File: config.mk
export PLATFORM = sky130hd
export DESIGN_NAME = atsrf_top
export DESIGN_NICKNAME = d
export VERILOG_FILES = /design/src/hw/atsrf_pkg.sv /design/src/hw/atsrf_top.sv /design/src/hw/atsrf_trig_sync.sv
export SDC_FILE = /design/constraint.sdc
export NUM_CORES = 1
export LEC_CHECK = 0
export BUFFER_PORTS_ARGS = -buffer_cell sky130_fd_sc_hd__buf_2
export CORE_ASPECT_RATIO = 1.2
export CORE_UTILIZATION = 43
export CTS_BUF_LIST = sky130_fd_sc_hd__clkbuf_8
export CTS_CLUSTER_DIAMETER = 120
export CTS_CLUSTER_SIZE = 8
export DETAILED_ROUTE_END_ITERATION = 6
export GPL_TIMING_DRIVEN = 0
export PLACE_DENSITY = 0.8
export SYNTH_ARGS = -nofsm -noshare
export SYNTH_HDL_FRONTEND = slang
export SYNTH_HIERARCHICAL = 1
export SYNTH_SLANG_ARGS = --single-unit
File: constraint.sdc
create_clock -name clock_i -period 1.7 [get_ports clock_i]
set_input_delay 0.51 -clock clock_i [delete_from_list [all_inputs] [get_ports clock_i]]
set_output_delay 0.51 -clock clock_i [all_outputs]
set_load 0.005 [all_outputs]
File: src/hw/atsrf_pkg.sv
// atsrf_pkg: constants for the converter trigger select and result format block
// assumes a 32-bit AHB-Lite register bus and a 10-bit converter core outside the block
//
// Notes on behaviour
// - 3-bit trigger select in control bits 6..4; codes 001 and 010 never trigger.
// - code 000 gives no automatic start; software go bit only.
// - 011 eight-bit timer overflow, 100 sixteen-bit overflow, 101 period match.
// - 110 rising edge of trigger pin, 111 falling edge.
// - a timer event used as trigger still sets that timer's own flag.
// - control bit 7 and bits 3..0 ignore writes and read as zero.
// - left justified: high register holds result bits 9..2.
// - left justified: low register holds bits 1..0 in positions 7..6.
// - right justified: high register holds bits 9..8 in positions 1..0.
// - right justified: low register holds result bits 7..0.
// - control resets to zero; result registers keep contents over reset; both R/W.
// - on result load the six unused bits are forced to zero.
// - a trigger event starts conversion exactly like software setting the go bit.
// - on completion clear go bit, set done flag, load result registers.
// - on abort load partial result, unconverted bits copy the last converted bit.
package atsrf_pkg;
  localparam logic [7:0] ATSRF_OFS_CTRL = 8'h00; // auto_trigger_control
  localparam logic [7:0] ATSRF_OFS_RESH = 8'h04; // result_high
  localparam logic [7:0] ATSRF_OFS_RESL = 8'h08; // result_low
  localparam logic [7:0] ATSRF_OFS_CFG = 8'h0c; // justify, go bit
  localparam logic [7:0] ATSRF_OFS_STAT = 8'h10; // sticky events
  localparam logic [7:0] ATSRF_OFS_MASK = 8'h14; // interrupt mask
  localparam int ATSRF_SEL_LSB = 4;
  localparam int ATSRF_SEL_MSB = 6;
  localparam logic [7:0] ATSRF_CTRL_WMASK = 8'h70;
  localparam logic [7:0] ATSRF_CTRL_RST = 8'h00;
  localparam int ATSRF_CFG_JUSTIFY = 0; // 1 = right justified
  localparam int ATSRF_CFG_GO = 1;
  localparam int ATSRF_ST_DONE = 0;
  localparam int ATSRF_ST_TRIG = 1;
  localparam int ATSRF_ST_ABORT = 2;
  localparam logic [2:0] ATSRF_ST_WMASK = 3'h7;
  localparam logic [2:0] ATSRF_TRG_NONE = 3'h0;
  localparam logic [2:0] ATSRF_TRG_T8 = 3'h3;
  localparam logic [2:0] ATSRF_TRG_T16 = 3'h4;
  localparam logic [2:0] ATSRF_TRG_PM = 3'h5;
  localparam logic [2:0] ATSRF_TRG_RISE = 3'h6;
  localparam logic [2:0] ATSRF_TRG_FALL = 3'h7;
  localparam int ATSRF_RES_W = 10;
  localparam logic [1:0] ATSRF_HTRANS_NONSEQ = 2'h2;
  localparam logic [2:0] ATSRF_HSIZE_WORD = 3'h2;
endpackage : atsrf_pkg

File: src/hw/atsrf_top.sv
// atsrf_top: trigger selection, go bit and result formatting with AHB-Lite registers
// assumes an external converter core that takes start_o and reports done or abort
// assumes timer events are single-cycle pulses synchronous to clock_i
`timescale 1ns/10ps
module atsrf_top
  import atsrf_pkg::*;
(
  input wire logic clock_i,
  input wire logic nrst_i,
  input wire logic hsel_i,
  input wire logic [31:0] haddr_i,
  input wire logic [1:0] htrans_i,
  input wire logic hwrite_i,
  input wire logic [2:0] hsize_i,
  input wire logic [31:0] hwdata_i,
  input wire logic hready_i,
  output logic [31:0] hrdata_o,
  output logic hreadyout_o,
  output logic hresp_o,
  input wire logic eight_bit_overflow_i,
  input wire logic sixteen_bit_overflow_i,
  input wire logic period_match_i,
  input wire logic external_trigger_pin_i,
  output logic eight_bit_overflow_flag_o,
  output logic sixteen_bit_overflow_flag_o,
  output logic period_match_flag_o,
  output logic start_o,
  input wire logic conv_done_i,
  input wire logic conv_abort_i,
  input wire logic [ATSRF_RES_W-1:0] conv_value_i,
  input wire logic [3:0] conv_bits_done_i,
  output logic conversion_go_flag_o,
  output logic conversion_done_flag_o,
  output logic irq_o
);
  typedef enum logic [1:0] {ATSRF_IDLE, ATSRF_BUSY} atsrf_state_type;

  // programmer-visible state
  atsrf_state_type state;
  logic [7:0] auto_trigger_control;
  logic [7:0] result_high;
  logic [7:0] result_low;
  logic result_justify_select;
  logic conversion_go_flag;
  logic [2:0] status;
  logic [2:0] mask;
  // trigger path
  logic pin_rise;
  logic pin_fall;
  logic trig_event;
  logic sw_go;
  logic sw_stop;
  logic load_result;
  logic [ATSRF_RES_W-1:0] load_value;
  // bus decode
  logic wr_pend;
  logic [7:0] wr_addr;
  logic rd_en;
  logic wr_ctrl;
  logic wr_resh;
  logic wr_resl;
  logic wr_cfg;
  logic wr_stat;
  logic wr_mask;
  // status and result helpers
  logic [2:0] next_status;
  logic [2:0] status_set;
  logic [2:0] auto_sel;
  logic [ATSRF_RES_W-1:0] partial;
  logic busy;
  logic conv_end;
  logic conv_cut;
  logic [5:0] wr_sel;
  logic [5:0] rd_sel;
  logic [31:0] next_hrdata;
  logic [15:0] formatted;

  // fill every unconverted low bit with the last converted one
  function automatic logic [ATSRF_RES_W-1:0] atsrf_fill(
    input logic [ATSRF_RES_W-1:0] value,
    input logic [3:0] bits_done
  );
    logic [ATSRF_RES_W-1:0] r;
    logic last_bit;
    r = value;
    // with no bit converted the msb fills the whole word
    last_bit = value[ATSRF_RES_W-1];
    for (int i = ATSRF_RES_W - 1; i >= 0; i--) begin
      if ((ATSRF_RES_W - 1 - i) < int'(bits_done)) begin
        last_bit = value[i];
      end else begin
        r[i] = last_bit;
      end
    end
    return r;
  endfunction : atsrf_fill

  // split a value into high and low bytes for the chosen justification
  function automatic logic [15:0] atsrf_format(
    input logic [ATSRF_RES_W-1:0] value,
    input logic right
  );
    logic [15:0] r;
    if (right) begin
      r = {6'h00, value[9:8], value[7:0]};
    end else begin
      r = {value[9:2], value[1:0], 6'h00};
    end
    return r;
  endfunction : atsrf_format

  // one-hot register select from the low address byte
  function automatic logic [5:0] atsrf_decode(
    input logic [7:0] addr
  );
    logic [5:0] sel;
    sel = 6'h00;
    // offsets beyond the map select nothing, so writes there are dropped
    case (addr)
      ATSRF_OFS_CTRL: sel = 6'h01;
      ATSRF_OFS_RESH: sel = 6'h02;
      ATSRF_OFS_RESL: sel = 6'h04;
      ATSRF_OFS_CFG: sel = 6'h08;
      ATSRF_OFS_STAT: sel = 6'h10;
      ATSRF_OFS_MASK: sel = 6'h20;
      default: sel = 6'h00;
    endcase
    return sel;
  endfunction : atsrf_decode

  atsrf_trig_sync u_sync (
    .clock_i(clock_i),
    .nrst_i(nrst_i),
    .pin_i(external_trigger_pin_i),
    .rise_o(pin_rise),
    .fall_o(pin_fall)
  );

  // timer flags follow their events whatever the trigger selection is
  // the flags are plain copies; the timers' own flag registers sit outside
  assign eight_bit_overflow_flag_o = eight_bit_overflow_i;
  assign sixteen_bit_overflow_flag_o = sixteen_bit_overflow_i;
  assign period_match_flag_o = period_match_i;

  // trigger source mux; reserved codes and 000 fall to no trigger
  // pin edges arrive as one-cycle pulses, so a held pin level starts only one run
  assign auto_sel = auto_trigger_control[ATSRF_SEL_MSB:ATSRF_SEL_LSB];
  always_comb begin
    case (auto_sel)
      ATSRF_TRG_NONE: trig_event = 1'b0;
      ATSRF_TRG_T8: trig_event = eight_bit_overflow_i;
      ATSRF_TRG_T16: trig_event = sixteen_bit_overflow_i;
      ATSRF_TRG_PM: trig_event = period_match_i;
      ATSRF_TRG_RISE: trig_event = pin_rise;
      ATSRF_TRG_FALL: trig_event = pin_fall;
      default: trig_event = 1'b0;
    endcase
  end

  // bus address phase capture; zero wait states, so hreadyout stays high
  // hsize is not checked: every register is one whole word
  assign hreadyout_o = 1'b1;
  assign hresp_o = 1'b0;
  assign rd_en = hsel_i & hready_i & htrans_i[1] & ~hwrite_i;

  always_ff @(posedge clock_i or negedge nrst_i) begin
    if (!nrst_i) begin
      wr_pend <= 1'b0;
      wr_addr <= 8'h00;
    end else begin
      wr_pend <= hsel_i & hready_i & htrans_i[1] & hwrite_i;
      wr_addr <= haddr_i[7:0];
    end
  end

  // data phase write strobes, one per register
  assign wr_sel = wr_pend ? atsrf_decode(wr_addr) : 6'h00;
  assign wr_ctrl = wr_sel[0];
  assign wr_resh = wr_sel[1];
  assign wr_resl = wr_sel[2];
  assign wr_cfg = wr_sel[3];
  assign wr_stat = wr_sel[4];
  assign wr_mask = wr_sel[5];
  assign sw_go = wr_cfg & hwdata_i[ATSRF_CFG_GO];
  assign sw_stop = wr_cfg & ~hwdata_i[ATSRF_CFG_GO];

  // read data chosen from the address phase; unmapped reads give zero
  assign rd_sel = atsrf_decode(haddr_i[7:0]);
  always_comb begin
    next_hrdata = 32'h0000_0000;
    // the selects are one-hot, so the branches never overlap
    if (rd_sel[0]) begin
      next_hrdata = {24'h000000, auto_trigger_control};
    end
    if (rd_sel[1]) begin
      next_hrdata = {24'h000000, result_high};
    end
    if (rd_sel[2]) begin
      next_hrdata = {24'h000000, result_low};
    end
    if (rd_sel[3]) begin
      next_hrdata = {30'h0, conversion_go_flag, result_justify_select};
    end
    if (rd_sel[4]) begin
      next_hrdata = {29'h0, status};
    end
    if (rd_sel[5]) begin
      next_hrdata = {29'h0, mask};
    end
  end

  // held until the next read address phase, as the data phase needs
  always_ff @(posedge clock_i or negedge nrst_i) begin
    if (!nrst_i) begin
      hrdata_o <= 32'h0000_0000;
    end else if (rd_en) begin
      hrdata_o <= next_hrdata;
    end
  end

  // trigger control: only the select field is writable
  always_ff @(posedge clock_i or negedge nrst_i) begin
    if (!nrst_i) begin
      auto_trigger_control <= ATSRF_CTRL_RST;
    end else if (wr_ctrl) begin
      auto_trigger_control <= hwdata_i[7:0] & ATSRF_CTRL_WMASK;
    end
  end

  // justification select
  always_ff @(posedge clock_i or negedge nrst_i) begin
    if (!nrst_i) begin
      result_justify_select <= 1'b0;
    end else if (wr_cfg) begin
      result_justify_select <= hwdata_i[ATSRF_CFG_JUSTIFY];
    end
  end

  // interrupt mask, same layout as status
  always_ff @(posedge clock_i or negedge nrst_i) begin
    if (!nrst_i) begin
      mask <= 3'h0;
    end else if (wr_mask) begin
      mask <= hwdata_i[2:0];
    end
  end

  // conversion sequencing: trigger and software go share one start path
  always_ff @(posedge clock_i or negedge nrst_i) begin
    if (!nrst_i) begin
      state <= ATSRF_IDLE;
    end else begin
      case (state)
        ATSRF_IDLE: begin
          if (sw_go || trig_event) begin
            state <= ATSRF_BUSY;
          end
        end
        ATSRF_BUSY: begin
          if (conv_end || conv_cut) begin
            state <= ATSRF_IDLE;
          end
        end
        default: begin
          state <= ATSRF_IDLE;
        end
      endcase
    end
  end

  // go flag: raised by every accepted start, dropped when the run ends or is cut
  always_ff @(posedge clock_i or negedge nrst_i) begin
    if (!nrst_i) begin
      conversion_go_flag <= 1'b0;
    end else if (start_o) begin
      conversion_go_flag <= 1'b1;
    end else if (conv_end || conv_cut) begin
      conversion_go_flag <= 1'b0;
    end
  end

  // end of a running conversion: completion beats a stop in the same cycle
  assign busy = (state == ATSRF_BUSY);
  assign conv_end = busy && conv_done_i;
  assign conv_cut = busy && !conv_done_i && (sw_stop || conv_abort_i);

  // a start pulse only when a new conversion is accepted;
  // a trigger that lands while a run is busy is dropped
  assign start_o = (state == ATSRF_IDLE) && (sw_go || trig_event);
  assign conversion_go_flag_o = conversion_go_flag;

  // result load on completion or on abort with the partial value;
  // the core's value is taken in the ending cycle, before it can go idle
  assign partial = atsrf_fill(conv_value_i, conv_bits_done_i);
  assign load_result = conv_end || conv_cut;
  assign load_value = conv_done_i ? conv_value_i : partial;
  assign formatted = atsrf_format(load_value, result_justify_select);

  // result registers have no reset so their contents survive device resets;
  // a conversion load beats a software write in the same cycle
  always_ff @(posedge clock_i) begin
    if (load_result) begin
      result_high <= formatted[15:8];
    end else if (wr_resh) begin
      result_high <= hwdata_i[7:0];
    end
  end

  always_ff @(posedge clock_i) begin
    if (load_result) begin
      result_low <= formatted[7:0];
    end else if (wr_resl) begin
      result_low <= hwdata_i[7:0];
    end
  end

  // sticky events; a set in the clear cycle wins,
  // so an event that lands with a software clear is never lost
  assign status_set[ATSRF_ST_DONE] = conv_end;
  assign status_set[ATSRF_ST_TRIG] = trig_event;
  assign status_set[ATSRF_ST_ABORT] = conv_cut;
  always_comb begin
    next_status = status;
    if (wr_stat) begin
      next_status = status & ~(hwdata_i[2:0] & ATSRF_ST_WMASK);
    end
    next_status = next_status | status_set;
  end

  always_ff @(posedge clock_i or negedge nrst_i) begin
    if (!nrst_i) begin
      status <= 3'h0;
    end else begin
      status <= next_status;
    end
  end

  assign conversion_done_flag_o = status[ATSRF_ST_DONE];
  // level interrupt: high while any unmasked status bit is set
  assign irq_o = |(status & mask);
endmodule : atsrf_top

File: src/hw/atsrf_trig_sync.sv
// atsrf_trig_sync: synchroniser and edge detector for the external trigger pin
// assumes the pin is asynchronous to clock_i and any edge lasts over two clocks
`timescale 1ns/10ps
module atsrf_trig_sync (
  input wire logic clock_i,
  input wire logic nrst_i,
  input wire logic pin_i,
  output logic rise_o,
  output logic fall_o
);
  logic meta;
  logic sync;
  logic last;

  // two stages; meta is read only by sync
  always_ff @(posedge clock_i or negedge nrst_i) begin
    if (!nrst_i) begin
      meta <= 1'b0;
      sync <= 1'b0;
      last <= 1'b0;
    end else begin
      meta <= pin_i;
      sync <= meta;
      last <= sync;
    end
  end

  // one pulse per edge, since last trails sync by exactly one cycle
  assign rise_o = sync & ~last;
  assign fall_o = ~sync & last;
endmodule : atsrf_trig_sync

==> out/results.ini, run 1 <==
[power_and_ir_drop]
peakVddDrop_v=0.0003235
sequentialPowerShare_pct=52.3
power_switching_uw=700.3
p_comb_share_pct=22.5
clockPowerShare_pct=25.1
leakagePower_nw=1.784
p_per_area_nw_per_um2=633.1
swShare_pct=27.96
internal-power_mw=1.804

[synthesis]
synth_async_sr_flop_share_pct=66.67
synth_flop_cell=dfrtp_1
synth-simple-area-share_pct=16.96
yosysTopAreaCell=dfrtp_1
synth_top_area_share_pct=28.48
synth_edf_count=16
synth_most_common_cell=dfrtp_1
seq_area_frac_synth_pct=45.57
syn_area_per_cell_um2=10.11
syn_area_um2=2811
synth_top_family_by_area=compound AO/OA/AOI/OAI gates
synth_mux_area_share_pct=8.055
synth_commonest_cells=32 x dfrtp_1, 30 x nand2_1, 29 x buf_4, 20 x o21ai_0, 16 x edfxtp_1
synth_compound_area_share_pct=18.91
yosysWarningCount=6
ys_types=58
synthTopCellsByArea=dfrtp_1 28%, edfxtp_1 17%, buf_4 7.7%
synth_fa_ha_area_share_pct=0
ys_ff_latch=48
synth-xor-area-share_pct=0
synthesis.instances=278

[placed_design]
dp_hpwl_mm=5.026
place.gp.congestion=0.9612
placed_area_um2=3387
place_ws_ns=-0.4177
portBuffers=55
dp.cells=439

[finish]
antenna_cells=0
design_area_um2=3956
fillCellCount=464
finalCoreUtilization_pct=64.15
syn_to_final_growth_pct=40.72
finalNonFillerCells=464
drive_above_1_share_pct=48.69
layout.nets=475

[grt]
antenna_found_initial=0
gr-usage-all-layers_pct=21.96
grt_first_pass_wirelength_mm=11.46
grt_overflow=0
grt_max_degree=33
first_global_vias=2415

[setup_path]
start_kind=flop
slowest_stage=mux4_2
critical_path.max_stage_delay_ns=0.49
critPathCaptureType=output port
cp_top_family=multiplexers
critPathKind=flop to output port
crit_fanout=3
crit_required_ns=1.19
path_buf_inv=1
arrival_ns=1.74
crit_chain=and2b_2 -> mux4_2 -> a21oi_4 -> a21oi_2 -> buf_2

[clocking]
cts-root-buf=clkbuf_8
tritoncts=done
cts.path.max_buffers=2
insertion_delay_ns=0.31
clk_pin_slew_ns=0.08
numCtsBuffers=5
cts_hold_buffers=0
htree_num_levels=2
cts.sinks=48

[timing]
finalMaxSlewViolations=0
setup_viol=44
finalCritPeriodShare_pct=132.5
fmaxAchievable_ghz=0.4440
clock_skew_ns=0.009388
tightest_slew_ns=0.7053
rsz0062_at_grt=true
period_needed_ns=2.252
maxSlewHeadroom_pct=52.98
hold_viol=0
worst_slack_ns=-0.5521

[routing]
ant_nets=0
vias=2454
drtIter0Drc=176
route.detailed.drc=0
vias_per_cell=5.289
wl_per_cell_um=15.50
firstDrtPassIters=4
routed_wl_mm=7.193

[floorplanning]
die_y_um=90.58
dieArea_um2=6867
die_w_um=75.82
row_count=31
core_um2=6167
ioPinCount=135
start_util_pct=45.59

[outcome]
violations=setup timing
status=finished with violations

[min_path]
hold_class=input pin to async pin

[flow_run]
maxCapViolCount=0

flip-flops by register name, indices dropped and copies added, names as in the netlist:
name                   cells
result_high                8
result_justify_select      1
u_sync/meta                1
result_low                 8
hrdata_o                   8
conversion_go_flag_o       1
auto_trigger_control       3
wr_addr                    8
u_sync/last                1
wr_pend                    1
mask                       3
state                      1
u_sync/sync                1
status                     3
routing by layer:
layer	share of wire (%)	track usage, %
met3	5.4	3.683
met5	0	0
met1	40	26.10
met4	3.3	10.49
met2	52	37.17
power groups by stage:
stage	clock network (mW)	logic (mW)	registers, mW
3_3_place_gp	0	0.443	1.32
4_1_cts	0.633	0.525	1.30
2_1_floorplan	0	0.303	1.31
5_1_grt	0.676	0.615	1.32
3_5_place_dp	0	0.452	1.32
6_report	0.629	0.564	1.31
cell usage in the layout, fill, tap and decap left out, drive strengths merged, types with 2 or more instances in the layout:
cell    count
buf       109
dfrtp      32
nand2      30
conb       26
o21ai      25
edfxtp     16
nor2       12
a21oi      11
mux2       11
mux2i       8
clkbuf      8
inv         7
a21o        6
a31oi       5
a22o        4
nor2b       4
nor4b       3
or2         3
a22oi       3
or3         3
a211oi      3
nor3        3
nand3       3
nor4        3
o21a        2
nand3b      2
o211ai      2
or4         2
a21bo       2
o22ai       2
a32o        2
and2        2
nand4b      2
clkinv      2
a32oi       2
and3        2
nand2b      2
o221ai      2
o21bai      2
cells by family (layout without fill, tap and decap cells):
family | after synthesis | in the layout
multiplexers | 20 | 20
AO/OA/AOI/OAI | 80 | 80
other | 2 | 26
flip-flops | 48 | 48
AND/OR/NAND/NOR | 82 | 82
buffers and inverters | 46 | 126
path summary, 6_finish.rpt:
path	start	endpoint	slack, ns	cells past startpoint
hold reg to reg	u_sync/meta	u_sync/sync	0.36	0
setup reg to reg	wr_addr[3]	result_low[7]	-0.23	6
setup / recovery	u_sync/sync	start_o	-0.55	5
max in group asynchronous	nrst_i	wr_addr[2]	0.95	1
min in group clock_i	haddr_i[0]	wr_addr[0]	0.31	1
hold / removal	nrst_i	wr_addr[0]	0.25	1
through the flow:
| stage | hold WS [ns] | total power, mW | TNS (ns) |
|---|---|---|---|
| 6_report | 0.2489 | 2.505 | -6.181 |
| 5_1_grt | 0.2943 | 2.609 | -9.395 |
| 4_1_cts | 0.2657 | 2.461 | -4.131 |
| 3_5_place_dp | 0.3357 | 1.776 | -13.60 |
| 3_3_place_gp | 0.3415 | 1.763 | -13.49 |
| 2_1_floorplan | 0.2144 | 1.615 | -1.612 |
timing repair:
action,CTS,global route
gates cloned,2,0
hold endpoints to repair,0,0
endpoints found under the setup margin,48,47
setup buffers,14,3
pin swaps,28,13
resized for setup,54,27
final cells by class:
| cell class | count | area [um^2] | area share, % |
|---|---|---|---|
| repair buffers | 73 | 462.9 | 11.70 |
| flip-flops and latches | 48 | 1285 | 32.48 |
| inverters | 6 | 22.52 | 0.5693 |
| clock buffers | 5 | 68.82 | 1.739 |
| plain buffers | 39 | 289.0 | 7.306 |
| clock inverters | 3 | 11.26 | 0.2846 |
| multi-input cells | 208 | 1714 | 43.33 |
| well taps | 82 | 102.6 | 2.593 |
(Power assumes the default switching activity.)
==> run 2, diff against run 1 <==
PLACE_DENSITY = 0.86   (was 0.8)
==> run 2 against run 1 <==
- the run still ends with setup timing left
- core utilization fell by 0.61 points
- routed wire length grew 6.4%
- hold slack got worse by 0.026 ns
- first-iteration DRC count decreased by 30%
- register-to-register slack better by 0.09 ns
- final area fell by 0.95%
- combinational power increased by 3.7%
- setup slack got worse by 0.075 ns
- non-clock buffer count is 2 lower
==> out/results.ini, run 2 (synthesis gave the netlist of run 1 again) <==
[timing]
setup_viol=42  ; -4.5%
period_needed_ns=2.327  ; +0.07470 ns
hold_viol=0  ; unchanged
maxSlewHeadroom_pct=54.69  ; +1.7 points
fmaxAchievable_ghz=0.4298  ; -3.2%
whs_ns=0.2232  ; -0.02574 ns
finalMaxSlewViolations=0  ; unchanged
worst_slack_ns=-0.6268  ; -0.07470 ns
tightest_slew_ns=0.6797  ; -0.02559 ns
rsz0062_at_grt=true
clock_skew_ns=0.01788  ; +0.008490 ns
finalCritPeriodShare_pct=136.9  ; +4.4 points

[grt]
grt_busiest_layer=met2
grt_first_pass_wirelength_mm=11.57  ; +0.97%
grt_use_met1_pct=24.87  ; -1.2 points
use_met2_pct=39.60  ; +2.4 points
grt_overflow=0  ; unchanged
first_global_vias=2517  ; +4.2%
grt_max_degree=33  ; unchanged
met3_usage_pct=4.911  ; +1.2 points
gr-usage-all-layers_pct=22.61  ; +0.65 points
antenna_found_initial=0  ; unchanged

[outcome]
status=finished with violations
violations=setup timing

[finish]
drive_above_1_share_pct=49.74  ; +1.0 points
multi_input_area_um2=1695  ; -1.1%
fillCellCount=468  ; +0.86%
layout.area.seq_um2=1286  ; about the same
layout.nets=473  ; -0.42%
syn_to_final_growth_pct=39.39
layout_common_cells=53 x buf_2, 41 x buf_4, 28 x dfrtp_1
antenna_cells=0  ; unchanged
layout_commonest_cell=buf_2

[floorplanning]
ioPinCount=135  ; unchanged
row_count=31  ; unchanged
dieArea_um2=6867  ; unchanged
core_um2=6167  ; unchanged
die_y_um=90.58  ; unchanged
start_util_pct=45.59  ; unchanged
die_w_um=75.82  ; unchanged

[power_and_ir_drop]
clockPowerShare_pct=26.2  ; +1.1 points
p_per_area_nw_per_um2=651.2  ; +2.9%
power_mw=2.552  ; +1.9%
leakagePower_nw=1.774  ; -0.58%
peakVddDrop_v=0.0003546  ; +9.6%
internal-power_mw=1.816  ; +0.65%
power_switching_uw=735.6  ; +5.0%
swShare_pct=28.83  ; +0.87 points
p_comb_share_pct=22.9  ; +0.4 points
sequentialPowerShare_pct=50.9  ; -1.4 points

[clocking]
insertion_delay_ns=0.32  ; about the same
htree_num_levels=2  ; unchanged
cts_hold_buffers=0  ; unchanged
tritoncts=done
clk_pin_slew_ns=0.09  ; about the same
numCtsBuffers=5  ; unchanged
cts.path.max_buffers=2  ; unchanged
cts.sinks=48  ; unchanged
cts-root-buf=clkbuf_8

[setup_path]
crit_end=start_o
r2r.worst_path.cells=5  ; -1
cp-startpoint=u_sync/sync
r2r_slack_ns=-0.14  ; +0.09 ns
crit_cells=5  ; unchanged
arrival_ns=1.82  ; +0.08 ns
critPathCaptureType=output port
crit_chain=and2b_2 -> mux4_2 -> a21oi_4 -> a21oi_2 -> buf_2
path_buf_inv=1  ; unchanged
critical_path.max_stage_delay_ns=0.50  ; about the same
crit_required_ns=1.19  ; about the same
cp_top_family=multiplexers
r2r-end=result_low[6]
critPathKind=flop to output port
slowest_stage=mux4_2
crit_fanout=3  ; unchanged
regToRegStartpoint=wr_addr[4]
start_kind=flop

[routing]
routed_wl_mm=7.653  ; +6.4%
vias_per_cell=5.379  ; +1.7%
wl_per_cell_um=16.56  ; +6.9%
route.detailed.drc=0  ; unchanged
vias=2485  ; +1.3%
firstDrtPassIters=4  ; unchanged
drtIter0Drc=124  ; -30%
ant_nets=0  ; unchanged

[flow_run]
maxCapViolCount=0  ; unchanged

[placed_design]
place.gp.congestion=0.8874  ; -7.7%
portBuffers=55  ; unchanged
dp_hpwl_mm=5.203  ; +3.5%

[min_path]
hold_class=input pin to async pin

run 2: cell count changes in the layout (fill, tap and decap cells not counted), sizes merged:
cell and delta:
buf -3, clkbuf +1, clkinv -1, inv +1
run 2: area by class of cell:
type                            instances  share of cell area, %
Multi-Input combinational cell        208                  43.26
Sequential cell                        48                  32.82
Timing Repair Buffer                   70                  11.02
Buffer                                 40                  7.535
Tap cell                               82                  2.618
Clock buffer                            5                  1.756
Inverter                                6                 0.5747
Clock inverter                          3                 0.4151
run 2: metal layers:
layer | vias to the layer above | part of all wire, %
met5 | - | 0
met4 | 0 | 2.8
met3 | 18 | 6.2
met2 | 115 | 55
met1 | 1183 | 36
li1 | 1169 | -
run 2: how the worst min path moves through the flow:
stage	startpoint	end	cells after the start
final	nrst_i	status[0]	1
after global placement	u_sync/meta	u_sync/sync	0
after floorplan	nrst_i	auto_trigger_control[4]	0
after CTS	nrst_i	wr_pend	1
after detailed placement	u_sync/meta	u_sync/sync	0
after global routing	nrst_i	wr_pend	1
run 2: stage by stage:
step	std cells	setup WS [ns]	setup TNS (ns)	utilization [%]	instance area [um^2]
final	462	-0.6268	-3.558	63.54	3919
after global routing	462	-0.6472	-5.305	63.54	3919
after CTS	461	-0.5950	-3.223	61.57	3797
after detailed placement	439	-0.4460	-14.51	54.92	3387
after global placement	439	-0.3787	-12.83	54.92	3387
after floorplan	302	-0.1812	-1.612	-	3009
run 2: power groups by stage:
stage / Clock (mW) / Combinational, mW / Sequential, mW
6_report: 0.669 / 0.585 / 1.30
3_5_place_dp: 0 / 0.453 / 1.32
2_1_floorplan: 0 / 0.303 / 1.31
4_1_cts: 0.656 / 0.528 / 1.30
3_3_place_gp: 0 / 0.441 / 1.32
5_1_grt: 0.712 / 0.631 / 1.30
run 2: what timing repair did:
action,4_1_cts,5_1_grt
resized for setup,56,28
buffers inserted,13,4
endpoints found under the setup margin,48,50
pin swaps,24,11
gates cloned,2,0
run 2: worst reg2reg max path, stage by stage (launching register included):
cell      delay [ns]
dfrtp_2         0.43
nor4b_4         0.35
buf_4           0.19
a31oi_4         0.17
or3b_1          0.42
o211ai_1        0.11
